## src/design/timer_flags_pkg.sv

```systemverilog
// package for the timer event-flag block: register map, field positions,
// reset values, channel modes and counter direction.
// assumes a single 20 MHz system clock and a plain word-wide register port.
package timer_flags_pkg;

  // ----------------------------------------------------------------
  // sizes
  // ----------------------------------------------------------------
  localparam int NUM_CH = 2;              // capture/compare channels
  localparam int NUM_FLAGS = NUM_CH + 1;  // overflow flag plus one per channel
  localparam int DATA_W = 16;             // register port data width
  localparam int ADDR_W = 8;              // register port address width
  localparam int PRESC_W = 7;             // prescaler counter width

  // ----------------------------------------------------------------
  // register map (word index on the register port)
  // ----------------------------------------------------------------
  localparam logic [7:0] ADDR_CTRL = 8'h00;     // run, center select, prescale
  localparam logic [7:0] ADDR_MOD = 8'h01;      // modulus limit, 0 = free run in up mode, hold at zero in up/down
  localparam logic [7:0] ADDR_CNT = 8'h02;      // counter; any write restarts at zero
  localparam logic [7:0] ADDR_FLAGS = 8'h03;    // event flags, read then write 0
  localparam logic [7:0] ADDR_IRQ_EN = 8'h04;   // interrupt enables, same layout
  localparam logic [7:0] ADDR_CH_BASE = 8'h10;  // channel n control at base + 2n
  localparam logic [7:0] ADDR_CH_STRIDE = 8'h02;

  // ----------------------------------------------------------------
  // field positions
  // ----------------------------------------------------------------
  localparam int CTRL_RUN_BIT = 0;
  localparam int CTRL_CENTER_BIT = 1;
  localparam int CTRL_PRESC_LSB = 2;        // three bits, divide by 2^n
  localparam int FLAG_OVF_BIT = 0;          // channel n flag at bit n + 1
  localparam int CH_MODE_LSB = 0;           // two bits
  localparam int CH_ELS_A_BIT = 2;
  localparam int CH_ELS_B_BIT = 3;

  // ----------------------------------------------------------------
  // reset values and fixed counts
  // ----------------------------------------------------------------
  localparam logic [15:0] CNT_ZERO = 16'h0000;
  localparam logic [15:0] CNT_ONE = 16'h0001;
  localparam logic [15:0] CNT_TOP = 16'hFFFF;
  localparam logic [15:0] MOD_RESET = 16'h0000;
  localparam logic [15:0] VAL_RESET = 16'h0000;
  localparam logic [2:0] PRESC_RESET = 3'h0;

  // ----------------------------------------------------------------
  // enumerations
  // ----------------------------------------------------------------
  typedef enum logic [1:0] {
    MODE_CAPTURE = 2'h0,
    MODE_COMPARE = 2'h1,
    MODE_PWM = 2'h2,
    MODE_OFF = 2'h3
  } ch_mode_t;

  typedef enum logic {
    DIR_UP = 1'b0,
    DIR_DOWN = 1'b1
  } dir_t;

endpackage

```

## src/design/timer_flags.sv

```systemverilog
// timer counter with overflow and per-channel event flags, interrupt request
// and a plain register port (address, strobes, read data one cycle later).
// assumes channel inputs already synchronous to sys_clk and a master that
// never issues read and write strobes in the same cycle.
`timescale 1ns/10ps

// Contract
// RQ1: up mode free run wraps FFFF to 0000
// RQ2: free run overflow flag at FFFF to 0000
// RQ3: modulus set: flag at modulus to 0000
// RQ4: up/down: flag on reversal from modulus down
// RQ5: edge select bits pick rise, fall, both, off
// RQ6: capture channel flag on selected edge
// RQ7: compare channel flag on counter equal value
// RQ8: edge pwm flag on match ending duty
// RQ9: center pwm flag at both matches
// RQ10: flags stay set until two-step clear completes
// RQ11: read flag as one, then write zero
// RQ12: event between steps restarts clear, flag stays
// RQ13: level irq while enabled flag is one
// RQ14: center select chooses up or up/down counting
// RQ15: flags evaluated on counting clock, reset zero; capture flags are set on any sys_clk edge
module timer_flags
  import timer_flags_pkg::*;
(
  input wire logic sys_clk,
  input wire logic rst,
  input wire logic [ADDR_W-1:0] reg_addr,
  input wire logic [DATA_W-1:0] reg_wdata,
  input wire logic reg_wr,
  input wire logic reg_rd,
  input wire logic [NUM_CH-1:0] ch_in,
  output logic [DATA_W-1:0] reg_rdata,
  output logic irq
);

  // ----------------------------------------------------------------
  // address helpers
  // ----------------------------------------------------------------

  // control word address of channel n
  function automatic logic [7:0] ch_ctrl_addr(input int n);
    ch_ctrl_addr = 8'(ADDR_CH_BASE + ADDR_CH_STRIDE * 8'(n));
  endfunction

  // value word address of channel n, right after its control word
  function automatic logic [7:0] ch_val_addr(input int n);
    ch_val_addr = 8'(ch_ctrl_addr(n) + 8'h01);
  endfunction

  // ----------------------------------------------------------------
  // state
  // ----------------------------------------------------------------
  logic run_r, run_nxt;                         // counter running
  logic center_aligned_select_r, center_aligned_select_nxt;
  logic [2:0] presc_sel_r, presc_sel_nxt;       // divide by 2^n
  logic [PRESC_W-1:0] presc_cnt_r, presc_cnt_nxt;
  logic [15:0] mod_r, mod_nxt;                  // modulus limit
  logic [15:0] cnt_r, cnt_nxt;                  // main counter
  dir_t dir_r, dir_nxt;                         // up/down direction
  ch_mode_t ch_mode_r [NUM_CH];
  ch_mode_t ch_mode_nxt [NUM_CH];
  logic [NUM_CH-1:0] edge_level_select_a_r, edge_level_select_a_nxt;
  logic [NUM_CH-1:0] edge_level_select_b_r, edge_level_select_b_nxt;
  logic [15:0] ch_val_r [NUM_CH];               // compare value or captured count
  logic [15:0] ch_val_nxt [NUM_CH];
  logic [NUM_CH-1:0] in_prev_r, in_prev_nxt;    // last sampled channel level
  logic [NUM_FLAGS-1:0] flags_r, flags_nxt;     // overflow + channel flags
  logic [NUM_FLAGS-1:0] armed_r, armed_nxt;     // first clear step seen
  logic [NUM_FLAGS-1:0] irq_en_r, irq_en_nxt;   // per-flag interrupt enable
  logic [DATA_W-1:0] rdata_nxt;
  logic irq_nxt;

  // ----------------------------------------------------------------
  // combinational helpers
  // ----------------------------------------------------------------
  logic tick;                       // one-cycle counting clock enable
  logic [PRESC_W-1:0] presc_lim;    // last prescaler count of a period
  logic [NUM_CH-1:0] rise;          // channel rising edge this cycle
  logic [NUM_CH-1:0] fall;          // channel falling edge this cycle
  logic [NUM_FLAGS-1:0] evt;        // flag-setting events this cycle
  logic [NUM_FLAGS-1:0] clr;        // completed clear sequences

  assign presc_lim = PRESC_W'((8'h01 << presc_sel_r) - 8'h01);
  assign tick = run_r && (presc_cnt_r == presc_lim);

  // ----------------------------------------------------------------
  // channel edge detection
  // ----------------------------------------------------------------
  genvar g;
  generate
    for (g = 0; g < NUM_CH; g++) begin : g_edge
      // inputs are synchronous already, so one history flop suffices
      assign rise[g] = ch_in[g] && !in_prev_r[g];
      assign fall[g] = !ch_in[g] && in_prev_r[g];
    end
  endgenerate

  // ----------------------------------------------------------------
  // next-state logic
  // ----------------------------------------------------------------
  always_comb begin
    run_nxt = run_r;
    center_aligned_select_nxt = center_aligned_select_r;
    presc_sel_nxt = presc_sel_r;
    mod_nxt = mod_r;
    cnt_nxt = cnt_r;
    dir_nxt = dir_r;
    edge_level_select_a_nxt = edge_level_select_a_r;
    edge_level_select_b_nxt = edge_level_select_b_r;
    irq_en_nxt = irq_en_r;
    in_prev_nxt = ch_in;
    evt = '0;
    clr = '0;
    rdata_nxt = '0;
    for (int n = 0; n < NUM_CH; n++) begin
      ch_mode_nxt[n] = ch_mode_r[n];
      ch_val_nxt[n] = ch_val_r[n];
    end

    // prescaler: restarts whenever stopped so the first tick is a full period
    if (tick || !run_r) begin
      presc_cnt_nxt = '0;
    end else begin
      presc_cnt_nxt = PRESC_W'(presc_cnt_r + 1'b1);
    end

    // counter advances only on the counting clock enable
    if (tick) begin // RQ15
      if (!center_aligned_select_r) begin // RQ14
        if (mod_r == MOD_RESET) begin
          // free run: wrap FFFF to 0000 and flag it
          if (cnt_r == CNT_TOP) begin
            cnt_nxt = CNT_ZERO; // RQ1
            evt[FLAG_OVF_BIT] = 1'b1; // RQ2
          end else begin
            cnt_nxt = cnt_r + CNT_ONE; // RQ1
          end
        end else if (cnt_r == mod_r) begin
          cnt_nxt = CNT_ZERO;
          evt[FLAG_OVF_BIT] = 1'b1; // RQ3
        end else begin
          cnt_nxt = cnt_r + CNT_ONE;
        end
      end else begin
        // up/down: a zero modulus cannot reverse, so hold at zero
        case (dir_r)
          DIR_UP: begin
            if (mod_r == MOD_RESET) begin
              cnt_nxt = CNT_ZERO;
            end else if (cnt_r == mod_r) begin
              // reversal marks the end of a period
              cnt_nxt = cnt_r - CNT_ONE;
              dir_nxt = DIR_DOWN;
              evt[FLAG_OVF_BIT] = 1'b1; // RQ4
            end else begin
              cnt_nxt = cnt_r + CNT_ONE;
            end
          end
          DIR_DOWN: begin
            if (cnt_r == CNT_ZERO) begin
              // zero is the period centre, no flag here
              cnt_nxt = CNT_ONE;
              dir_nxt = DIR_UP;
            end else begin
              cnt_nxt = cnt_r - CNT_ONE;
            end
          end
          default: begin
            dir_nxt = DIR_UP;
          end
        endcase
      end
    end

    // register writes
    if (reg_wr) begin
      case (reg_addr)
        ADDR_CTRL: begin
          run_nxt = reg_wdata[CTRL_RUN_BIT];
          center_aligned_select_nxt = reg_wdata[CTRL_CENTER_BIT]; // RQ14
          presc_sel_nxt = reg_wdata[CTRL_PRESC_LSB +: 3];
        end
        ADDR_MOD: begin
          mod_nxt = reg_wdata;
        end
        ADDR_CNT: begin
          // restart the period from zero counting up
          cnt_nxt = CNT_ZERO;
          dir_nxt = DIR_UP;
        end
        ADDR_IRQ_EN: begin
          irq_en_nxt = reg_wdata[NUM_FLAGS-1:0];
        end
        default: begin
          for (int n = 0; n < NUM_CH; n++) begin
            if (reg_addr == ch_ctrl_addr(n)) begin
              ch_mode_nxt[n] = ch_mode_t'(reg_wdata[CH_MODE_LSB +: 2]);
              edge_level_select_a_nxt[n] = reg_wdata[CH_ELS_A_BIT];
              edge_level_select_b_nxt[n] = reg_wdata[CH_ELS_B_BIT];
            end
            if (reg_addr == ch_val_addr(n)) begin
              ch_val_nxt[n] = reg_wdata;
            end
          end
        end
      endcase
    end

    // channel events; a capture overrides a same-cycle value write
    for (int n = 0; n < NUM_CH; n++) begin
      case (ch_mode_r[n])
        MODE_CAPTURE: begin
          // a selects rising, b selects falling, both = either, none = off
          if ((edge_level_select_a_r[n] && rise[n]) ||
              (edge_level_select_b_r[n] && fall[n])) begin // RQ5
            ch_val_nxt[n] = cnt_r;
            evt[n + 1] = 1'b1; // RQ6
          end
        end
        MODE_COMPARE: begin
          if (tick && cnt_r == ch_val_r[n]) begin
            evt[n + 1] = 1'b1; // RQ7
          end
        end
        MODE_PWM: begin
          // up mode matches once (end of duty); up/down passes twice
          if (tick && cnt_r == ch_val_r[n]) begin
            evt[n + 1] = 1'b1; // RQ8 RQ9
          end
        end
        default: begin
          // channel off: no events
          evt[n + 1] = 1'b0;
        end
      endcase
    end

    // two-step clear: read arms set flags, write of zero clears armed ones
    armed_nxt = armed_r;
    if (reg_rd && reg_addr == ADDR_FLAGS) begin
      armed_nxt = flags_r; // RQ11
    end else if (reg_wr && reg_addr == ADDR_FLAGS) begin
      clr = armed_r & ~reg_wdata[NUM_FLAGS-1:0]; // RQ11
      armed_nxt = '0;
    end
    // a new event disarms, so the flag survives the pending write
    armed_nxt = armed_nxt & ~evt; // RQ12
    clr = clr & ~evt; // RQ12

    // set wins over clear; nothing else lowers a flag
    flags_nxt = (flags_r & ~clr) | evt; // RQ10

    // level request from registered next values, one flop to the pin
    irq_nxt = |(flags_nxt & irq_en_nxt); // RQ13

    // read data: valid only in the cycle after the read strobe
    if (reg_rd) begin
      case (reg_addr)
        ADDR_CTRL: begin
          rdata_nxt[CTRL_RUN_BIT] = run_r;
          rdata_nxt[CTRL_CENTER_BIT] = center_aligned_select_r;
          rdata_nxt[CTRL_PRESC_LSB +: 3] = presc_sel_r;
        end
        ADDR_MOD: begin
          rdata_nxt = mod_r;
        end
        ADDR_CNT: begin
          rdata_nxt = cnt_r;
        end
        ADDR_FLAGS: begin
          rdata_nxt[NUM_FLAGS-1:0] = flags_r;
        end
        ADDR_IRQ_EN: begin
          rdata_nxt[NUM_FLAGS-1:0] = irq_en_r;
        end
        default: begin
          // unmapped addresses read zero
          for (int n = 0; n < NUM_CH; n++) begin
            if (reg_addr == ch_ctrl_addr(n)) begin
              rdata_nxt[CH_MODE_LSB +: 2] = ch_mode_r[n];
              rdata_nxt[CH_ELS_A_BIT] = edge_level_select_a_r[n];
              rdata_nxt[CH_ELS_B_BIT] = edge_level_select_b_r[n];
            end
            if (reg_addr == ch_val_addr(n)) begin
              rdata_nxt = ch_val_r[n];
            end
          end
        end
      endcase
    end
  end

  // ----------------------------------------------------------------
  // registers
  // ----------------------------------------------------------------
  always_ff @(posedge sys_clk) begin
    if (rst) begin
      run_r <= 1'b0;
      center_aligned_select_r <= 1'b0;
      presc_sel_r <= PRESC_RESET;
      presc_cnt_r <= '0;
      mod_r <= MOD_RESET;
      cnt_r <= CNT_ZERO;
      dir_r <= DIR_UP;
      edge_level_select_a_r <= '0;
      edge_level_select_b_r <= '0;
      in_prev_r <= '0;
      flags_r <= '0; // RQ15
      armed_r <= '0;
      irq_en_r <= '0;
      reg_rdata <= '0;
      irq <= 1'b0;
      for (int n = 0; n < NUM_CH; n++) begin
        ch_mode_r[n] <= MODE_OFF;
        ch_val_r[n] <= VAL_RESET;
      end
    end else begin
      run_r <= run_nxt;
      center_aligned_select_r <= center_aligned_select_nxt;
      presc_sel_r <= presc_sel_nxt;
      presc_cnt_r <= presc_cnt_nxt;
      mod_r <= mod_nxt;
      cnt_r <= cnt_nxt;
      dir_r <= dir_nxt;
      edge_level_select_a_r <= edge_level_select_a_nxt;
      edge_level_select_b_r <= edge_level_select_b_nxt;
      in_prev_r <= in_prev_nxt;
      flags_r <= flags_nxt;
      armed_r <= armed_nxt;
      irq_en_r <= irq_en_nxt;
      reg_rdata <= rdata_nxt;
      irq <= irq_nxt;
      for (int n = 0; n < NUM_CH; n++) begin
        ch_mode_r[n] <= ch_mode_nxt[n];
        ch_val_r[n] <= ch_val_nxt[n];
      end
    end
  end

endmodule // timer_flags

```

## config.mk

```make
export PLATFORM = sky130hd
export DESIGN_NAME = timer_flags
export DESIGN_NICKNAME = d
export VERILOG_FILES = /design/src/design/timer_flags_pkg.sv /design/src/design/timer_flags.sv
export SDC_FILE = /design/constraint.sdc
export NUM_CORES = 1
export LEC_CHECK = 0
export BUFFER_PORTS_ARGS = -buffer_cell sky130_fd_sc_hd__buf_2
export CAP_MARGIN = 20
export CORE_MARGIN = 1
export CORE_UTILIZATION = 40
export CTS_CLUSTER_DIAMETER = 200
export DETAILED_ROUTE_END_ITERATION = 8
export SETUP_SLACK_MARGIN = 0.1
export SYNTH_ARGS = -nofsm -noshare
export SYNTH_HDL_FRONTEND = slang
export SYNTH_SLANG_ARGS = --single-unit
```

## constraint.sdc

```tcl
create_clock -name sys_clk -period 7.5 [get_ports sys_clk]
set_input_delay 1.125 -clock sys_clk [delete_from_list [all_inputs] [get_ports sys_clk]]
set_output_delay 1.125 -clock sys_clk [all_outputs]
set_load 0.01 [all_outputs]
```

======== Word level (Yosys, flattened, before mapping) ========
Memory sizes are Yosys's and may differ from the RTL's.
Index checks and enable logic that the tools add are counted.
operators by class
  add/sub/neg operators ................... 4
  equality and inequality tests ........... 17
  shift operators ......................... 1
  mux-type cells .......................... 62
  bitwise operators ....................... 16
  reductions and logical operators ........ 38
operator list
  operator               number
  $mux 16                20
  $mux 32                2
  $eq 16x16->1           3
  $pmux 11 s3            1
  $eq 8x5->1 const B     4
  $logic_not 16->1       2
  $pmux 16 s2            1
  $mux 1                 19
  $mux 3                 6
  $add 16x1->16 const B  1
  $eq 16x16->1 const B   1
  $eq 8x2->1 const B     2
  $mux 4                 4
  $sub 16x1->16 const B  1
  $and 3x3->3            5
  $pmux 3 s5             1
  $logic_and 1x1->1      13
  $reduce_or 2->1        5
  $not 3->3              3
  $eq 8x1->1 const B     1
  $eq 8x3->1 const B     1
  $logic_not 8->1        1
  $mux 2                 4
  $pmux 2 s4             1
  other kinds (17)       36
storage, ports and cells
  register bits after elaboration ......... 77
  RAM bits ................................ 36
  input port bits ......................... 30
  memories ................................ 2
memory list
  memory     depth  width  read ports  clocked after Yosys merged registers in  write ports  RTL line           RTL
  ch_val_r   2      16     2           0                                        2            timer_flags.sv:65  logic [15:0] ch_val_r [NUM_CH];
  ch_mode_r  2      2      2           0                                        2            timer_flags.sv:61  ch_mode_t ch_mode_r [NUM_CH];

======== Longest topological paths before layout ========
Gate-level depths: netlist (run 1).
  word-level depth ........................ 14
  mapped depth ............................ 12
  gate-level depth less buffers ........... 10

======== Least setup slack after synthesis (run 1) ========
No wires, ideal clock.
  kind .................................... input -> register
  start point ............................. in reg_addr[5]
  end point ............................... mem ch_val_r[0][12]
  library setup time ...................... 0.086 ns
  arrival ................................. 3.029 ns
  data required time ...................... 7.414 ns
  slack ................................... 4.385 ns
  stages on the path ...................... 8
  path buffers ............................ 2
  path through ............................ or4_1 nor3_2 nor4_2 and3_1 buf_2 buf_6 mux2i_1 a211oi_1
RTL lines
  item         RTL line           RTL
  from (decl)  timer_flags.sv:28  input wire logic [ADDR_W-1:0] reg_addr,
  to (decl)    timer_flags.sv:65

==> metrics, run 1 <==
EDFF count, synth 0; Core Footprint 0.0160 sq mm; Setup CP Type input pin to flip-flop; Setup Skew 8.64 ps; DP HPWL 13300 um; fin crit share 47.1%; HP Class flip-flop to flip-flop; max cap viols 0; Synth Instances 797; ANT nets after route 0; peak supply drop 0.160 mV; Worst-Skew Late Latency 420 ps; WHS 485 ps; CTS sink count 113; die area 0.0170 sq mm; Worst EP arrival 3850 ps; Fmax 283 MHz; P_leak 2.65 nW; # Post-CTS Setup Buffers 0; Slew Viols, Final 0; clock buffer count from CTS 17; DR WL/cell 19.2 um; placed cells 991; IO Port Bufs 46; final WL 19600 um; Req. time, crit path 7810 ps; RSZ-0062 raised after global routing no; number of diodes 0; status finished, final reports clean; final setup violation count 0; final worst setup slack 3960 ps; Synth warnings 0; Async SR Flop Fraction 0%; die width 130 um; CP Capture Type flip-flop; I/O pin count 47; total track usage 23.9%; quantity of hold-fixing buffers added after cts 0; Synth Area per Inst 8.26 sq um; Place WS 3620 ps; DRC Markers 0; die height 130 um; #FFs+latches synth 113; Initial Utilization 41.1%; share of layout cells above drive strength 1 11.9%; vias in the first global route 5911; # fillers 1568; PD cells 192 mW/mm^2; fin cells 1024; Post-Syn Area 0.00658 sq mm; fin nets 835; vias per cell 6.14; total grt overflow 0; Tmin final 3540 ps; Distinct cells, synth 68; Hold Violations, Final 0; Post-synth top flop dfxtp_1; H-tree levels 4; total number of vias 6289; Clock Tree Buf Depth 2; initial antenna violation count 0; largest net degree at the start of global routing 73; CTS tree done; Area growth, synth to finish 13.1%; first-pass GRT wire length 30800 um; register area share after synthesis 34.4%; Pwr Total 0.00143 W; Pre-Repair DR Iteration Count 8; CP startpoint kind input pin; syn_nets 836; Slew Limit Headroom 30.7%; critical path peak fanout 17; Rows 46; Setup TNS Final 0 ps; routability congestion estimate 0.875; root buf cell clkbuf_16; initial DRC count 653; Post-CTS Resized 0; Clk pin slew, worst setup/hold paths 50 ps; worst slew pin tran 1040 ps
-- final cells by class --
cell class	count	area, sq um	share of cell area (%)
multi-input cells	595	3960	53.2
flip-flops and latches	113	2260	30.4
clock buffers	25	485	6.52
repair buffers	54	330	4.44
well taps	216	270	3.63
clock inverters	6	80.1	1.08
inverters	15	56.3	0.757
-- worst paths after layout --
path	startpoint	end	slack, ps	cells past startpoint
worst max-delay path	reg_addr[5]	ch_val_r[0][3]$_SDFF_PP0_	3960	6
worst max register to register	presc_sel_r[1]$_SDFFE_PP0P_	cnt_r[10]$_SDFF_PP0_	4040	9
worst min register to register	irq_en_r[1]$_SDFF_PP0_	irq_en_r[1]$_SDFF_PP0_	480	2
worst min-delay path	irq_en_r[1]$_SDFF_PP0_	irq_en_r[1]$_SDFF_PP0_	480	2
-- through the flow --
stage                     cell area (sq um)  util, %
after floorplan                        6580        -
after global placement                 6820     42.6
after detailed placement               6820     42.6
after CTS                              7390     46.2
after global routing                   7440     46.5
final                                  7440     46.5
-- cells by family after synthesis --
| group | synth area share (%) |
|---|---|
| muxes | 5.93 |
| xor gates and xnor gates | 8.79 |
| and+or+nand+nor | 21.5 |
| DFF | 34.4 |
| adders and majority gates | 1.71 |
| AOI/OAI and AO/OA | 22.2 |
| buffers and inverters | 5.48 |
-- metal layers --
layer  track usage (%)  vias to the layer above  share of wire (%)
li1                  -                     2936                  -
met1              29.8                     3024                 43
met2              38.9                      267                 47
met3              4.02                       62                5.7
met4              13.7                        0                3.9
met5                 0                        -                  0
-- cell usage after synthesis, drive strengths merged, types with 3 or more instances --
| master | number | area (sq um) |
|---|---|---|
| or4 | 5 | 45.0 |
| o21ai | 23 | 115 |
| inv | 15 | 56.3 |
| o22ai | 5 | 31.3 |
| a22o | 11 | 96.3 |
| nand2 | 68 | 255 |
| nor4b | 3 | 26.3 |
| o32ai | 4 | 35.0 |
| nand3b | 4 | 30.0 |
| xnor2 | 51 | 447 |
| mux2i | 39 | 390 |
| a211oi | 35 | 263 |
| nor2 | 71 | 269 |
| a21oi | 49 | 257 |
| o31ai | 5 | 42.5 |
| nand3 | 41 | 205 |
| o221ai | 4 | 35.0 |
| o21a | 3 | 22.5 |
| or3 | 3 | 18.8 |
| xor2 | 15 | 131 |
| a221oi | 3 | 26.3 |
| nor3 | 19 | 100 |
| a32oi | 4 | 35.0 |
| a22oi | 11 | 82.6 |
| buf | 19 | 97.6 |
| a31oi | 5 | 31.3 |
| o211ai | 10 | 88.8 |
| dfxtp | 113 | 2260 |
| a21o | 3 | 22.5 |
| and3 | 12 | 75.1 |
| nor4 | 15 | 115 |
| clkbuf | 55 | 206 |
| nor3b | 3 | 33.8 |
| nand2b | 7 | 43.8 |
| ha | 9 | 113 |
| nand4 | 16 | 100 |
| a222oi | 13 | 130 |
-- power by group --
part	switching [W]	internal [W]
clock network	0.000272	0.000510
registers	0.000000821	0.000602
logic	0.0000307	0.0000118
-- layout by cell type, fill, tap and decap left out, types with 16 or more instances in the layout --
master,n
a211oi_1,35
a21oi_1,48
buf_2,46
clkbuf_16,17
dfxtp_1,113
mux2i_1,39
nand2_1,68
nand3_1,41
nand4_1,16
nor2_1,70
nor3_1,18
o21ai_0,23
xnor2_1,51
-- worst max-delay path, cell delays in order --
cell and delay, ps:
buf_2 110, nor4b_1 440, and3_1 700, and3_1 970
mux2i_1 170, a211oi_1 310
-- state kept, by name (all words and copies together) (netlist names) --
name	flops
armed_r	3
center_aligned_select_r	1
ch_mode_r	4
ch_val_r	32
cnt_r	16
dir_r	1
edge_level_select_a_r	2
edge_level_select_b_r	2
flags_r	3
in_prev_r	2
irq	1
irq_en_r	3
mod_r	16
presc_cnt_r	7
presc_sel_r	3
reg_rdata	16
run_r	1
Note: power is estimated with default switching activity, not from simulation.
==> inputs of run 2 (changes only) <==
ABC_AREA = 1   (was default)
clock period = 3.3 ns   (was 7.5 ns; I/O delays follow)
==> metrics, run 2 <==
IO Port Bufs 46 (unchanged); # fillers 1897 (was 1568); CTS sink count 113 (unchanged); CP startpoint kind flip-flop (was input pin); Area growth, synth to finish 13.2% (was 13.1%); Synth area leaders dfxtp_1, nand2_1, nand3_1 (was dfxtp_1, xnor2_1, mux2i_1); max reg flops 32 (unchanged); register with the most flip-flops ch_val_r (unchanged); Pre-Repair DR Iteration Count 7 (was 8); Fmax 393 MHz; Worst-Skew Late Latency 420 ps (about the same); slowest CP cell dfxtp_1 (was and3_1); FF-to-FF Start cnt_r[3]$_SDFF_PP0_ (was presc_sel_r[1]$_SDFFE_PP0P_); Hold Violations, Final 0 (unchanged); Place WS 782 ps (was 3620 ps); Initial Utilization 41.3% (was 41.1%); Most common cell on crit path nand2_1 (was and3_1); vias per cell 5.50 (was 6.14); P_int 0.00255 W (was 0.00112 W); final WL 24600 um (was 19600 um); clock buffer count from CTS 17 (unchanged); top cells by count, synth nand2_1, inv_1, nand3_1 (was dfxtp_1, nor2_1, nand2_1); Clk pin slew, worst setup/hold paths 60 ps (was 50 ps); R2R Setup Slk 760 ps (was 4040 ps); H-tree levels 4 (unchanged); most common cell after layout, fill and taps aside nand2_1 (was dfxtp_1); Rows 49 (was 46); CP delay by family, top simple AND/OR/NAND/NOR gates (unchanged); Synth warnings 0 (unchanged); Clk pwr share 55.3% (was 54.8%); Crit. path cell count 13 (was 6); most common cell in the netlist nand2_1 (was dfxtp_1); sw power 0.000835 W (was 0.000303 W); initial DRC count 873 (was 653); Worst EP arrival 2850 ps (was 3850 ps); Worst Path Buf+Inv 2 (was 1); CP Capture Type flip-flop (unchanged); P_leak 3.98 nW (was 2.65 nW); RSZ-0062 raised after global routing no (unchanged); status complete, but fails checks (was finished, final reports clean); DR WL/cell 17.0 um (was 19.2 um); vias in the first global route 7150 (was 5911); fin crit share 77.1%; failing checks DRC; final worst setup slack 756 ps (was 3960 ps); total grt overflow 0 (unchanged); power share of the combinational group 4.3% (was 3.0%); register area share after synthesis 30.2% (was 34.4%); CP peak stage delay 780 ps (was 970 ps); HP Class input pin to flip-flop (was flip-flop to flip-flop); post-synth top area cell dfxtp_1 (unchanged); Sw Ratio 24.7% (was 21.2%); Core Footprint 0.0181 sq mm (was 0.0160 sq mm); Slew Viols, Final 0 (unchanged); Synth Instances 1176 (was 797); sequential share of power 40.5% (was 42.2%); Post-synth top flop dfxtp_1 (unchanged); Async SR Flop Fraction 0% (unchanged); peak supply drop 0.351 mV (was 0.160 mV); DRC Markers 7 (was 0); PD cells 399 mW/mm^2 (was 192 mW/mm^2); Req. time, crit path 3610 ps (was 7810 ps); CP Cell Sequence inv_2, nand2_1, nand2_1, nor2_1, nand2_1, nor2_4, nand2_1, inv_2, nand2_1, nand3_1, nand3_1, nand2_1, a21oi_1 (was buf_2, nor4b_1, and3_1, and3_1, mux2i_1, a211oi_1); r2r worst-path depth 13 (was 9); max cap viols 0 (unchanged); syn_nets 1215 (was 836); final setup violation count 0 (unchanged); die height 139 um (was 130 um); die area 0.0193 sq mm (was 0.0170 sq mm); Post-CTS Resized 0 (unchanged); worst slew pin tran 728 ps (was 1040 ps); die width 139 um (was 130 um); Post-Syn Area 0.00750 sq mm (was 0.00658 sq mm); share of the synthesized area in the top cell type 30.2% (was 34.4%); Synth Area per Inst 6.38 sq um (was 8.26 sq um); Distinct cells, synth 47 (was 68); routability congestion estimate 0.910 (was 0.875); total number of vias 7978 (was 6289); quantity of hold-fixing buffers added after cts 0 (unchanged); CP Launch Point cnt_r[3]$_SDFF_PP0_ (was reg_addr[5]); number of diodes 0 (unchanged); total track usage 26.0% (was 23.9%); most frequent cells in the layout nand2_1, inv_1, nand3_1 (was dfxtp_1, nor2_1, nand2_1); Setup CP Type flip-flop to flip-flop (was input pin to flip-flop); Setup Skew 7.49 ps (was 8.64 ps); Clock Tree Buf Depth 2 (unchanged); initial antenna violation count 0 (unchanged); Tmin final 2540 ps; Slew Limit Headroom 51.4% (was 30.7%); ANT nets after route 0 (unchanged); I/O pin count 47 (unchanged); #FFs+latches synth 113 (unchanged); Setup TNS Final 0 ps (unchanged); fin nets 1248 (was 835); worst r2r dst cnt_r[9]$_SDFF_PP0_ (was cnt_r[10]$_SDFF_PP0_); first-pass GRT wire length 39500 um (was 30800 um); root buf cell clkbuf_16 (unchanged); end of the critical path cnt_r[9]$_SDFF_PP0_ (was ch_val_r[0][3]$_SDFF_PP0_); # Post-CTS Setup Buffers 0 (unchanged); share of layout cells above drive strength 1 11.6% (was 11.9%); DP HPWL 17900 um (was 13300 um); largest net degree at the start of global routing 61 (was 73); CTS tree done (unchanged); EDFF count, synth 0 (unchanged); critical path peak fanout 15 (was 17)
==> run 2: cell count changes in the layout (fill, tap and decap cells not counted), moves of 39 or more <==
cell,change
inv_1,+136
nand3_1,+84
xnor2_1,-42
mux2i_1,-39
nand2_1,+219
nor2_1,+47
==> run 2: worst min-delay path by stage <==
stage	startpoint	end	depth (start not counted)
2_1_floorplan	presc_cnt_r[0]$_SDFF_PP0_	presc_cnt_r[0]$_SDFF_PP0_	1
3_3_place_gp	presc_cnt_r[0]$_SDFF_PP0_	presc_cnt_r[0]$_SDFF_PP0_	1
3_5_place_dp	presc_cnt_r[0]$_SDFF_PP0_	presc_cnt_r[0]$_SDFF_PP0_	1
4_1_cts	ch_in[1]	in_prev_r[1]$_SDFF_PP0_	3
5_1_grt	ch_in[1]	in_prev_r[1]$_SDFF_PP0_	3
6_report	ch_in[0]	in_prev_r[0]$_SDFF_PP0_	3
==> run 2: per-stage QoR <==
stage	instances	hold slack, ps	util (%)	power, W	instance area, sq um
after floorplan	1176	441	-	0.00148	7500
after global placement	1419	475	43.5	0.00154	7900
after detailed placement	1419	480	43.5	0.00154	7900
after CTS	1451	315	46.8	0.00340	8490
after global routing	1451	333	46.8	0.00348	8490
final	1451	319	46.8	0.00339	8490
==> run 2: worst reg2reg max path, stage by stage, from the launching register on <==
cell and delay, ps:
dfxtp_1 780, inv_2 160, nand2_1 100, nand2_1 60
nor2_1 100, nand2_1 110, nor2_4 150, nand2_1 290
inv_2 320, nand2_1 90, nand3_1 70, nand3_1 60
nand2_1 80, a21oi_1 50
==> run 2: power groups by stage <==
stage	registers [W]	clock network, W	logic (W)
global placement	0.00140	0	0.000141
global route	0.00137	0.00195	0.000155
CTS	0.00137	0.00189	0.000141
detailed placement	0.00140	0	0.000141
finish	0.00137	0.00187	0.000144
floorplan	0.00140	0	0.0000803
==> run 2: area by class of cell <==
type | instances | area (sq um) | share of cell area (%)
clock buffer | 19 | 443 | 5.22
timing repair buffer | 73 | 433 | 5.10
clock inverter | 13 | 150 | 1.77
sequential | 113 | 2260 | 26.6
inverter | 162 | 611 | 7.19
tap | 229 | 287 | 3.37
multi-input combinational | 842 | 4310 | 50.7
==> run 2: per-layer routing <==
layer	vias up	GRT usage [%]	wire [um]
met3	40	3.87	1920
met1	3661	36.3	11200
met5	-	0	0
met2	366	40.4	10800
li1	3911	-	-
met4	0	9.82	613
==> run 2: logic make-up after synthesis <==
family	after synthesis	synth area share (%)
AND/OR/NAND/NOR	600	35.3
buffers and inverters	221	12.4
AO/OA/AOI/OAI	191	15.8
flip-flops	113	30.2
XOR/XNOR	42	4.91
adder cells (fa/ha/maj)	9	1.50
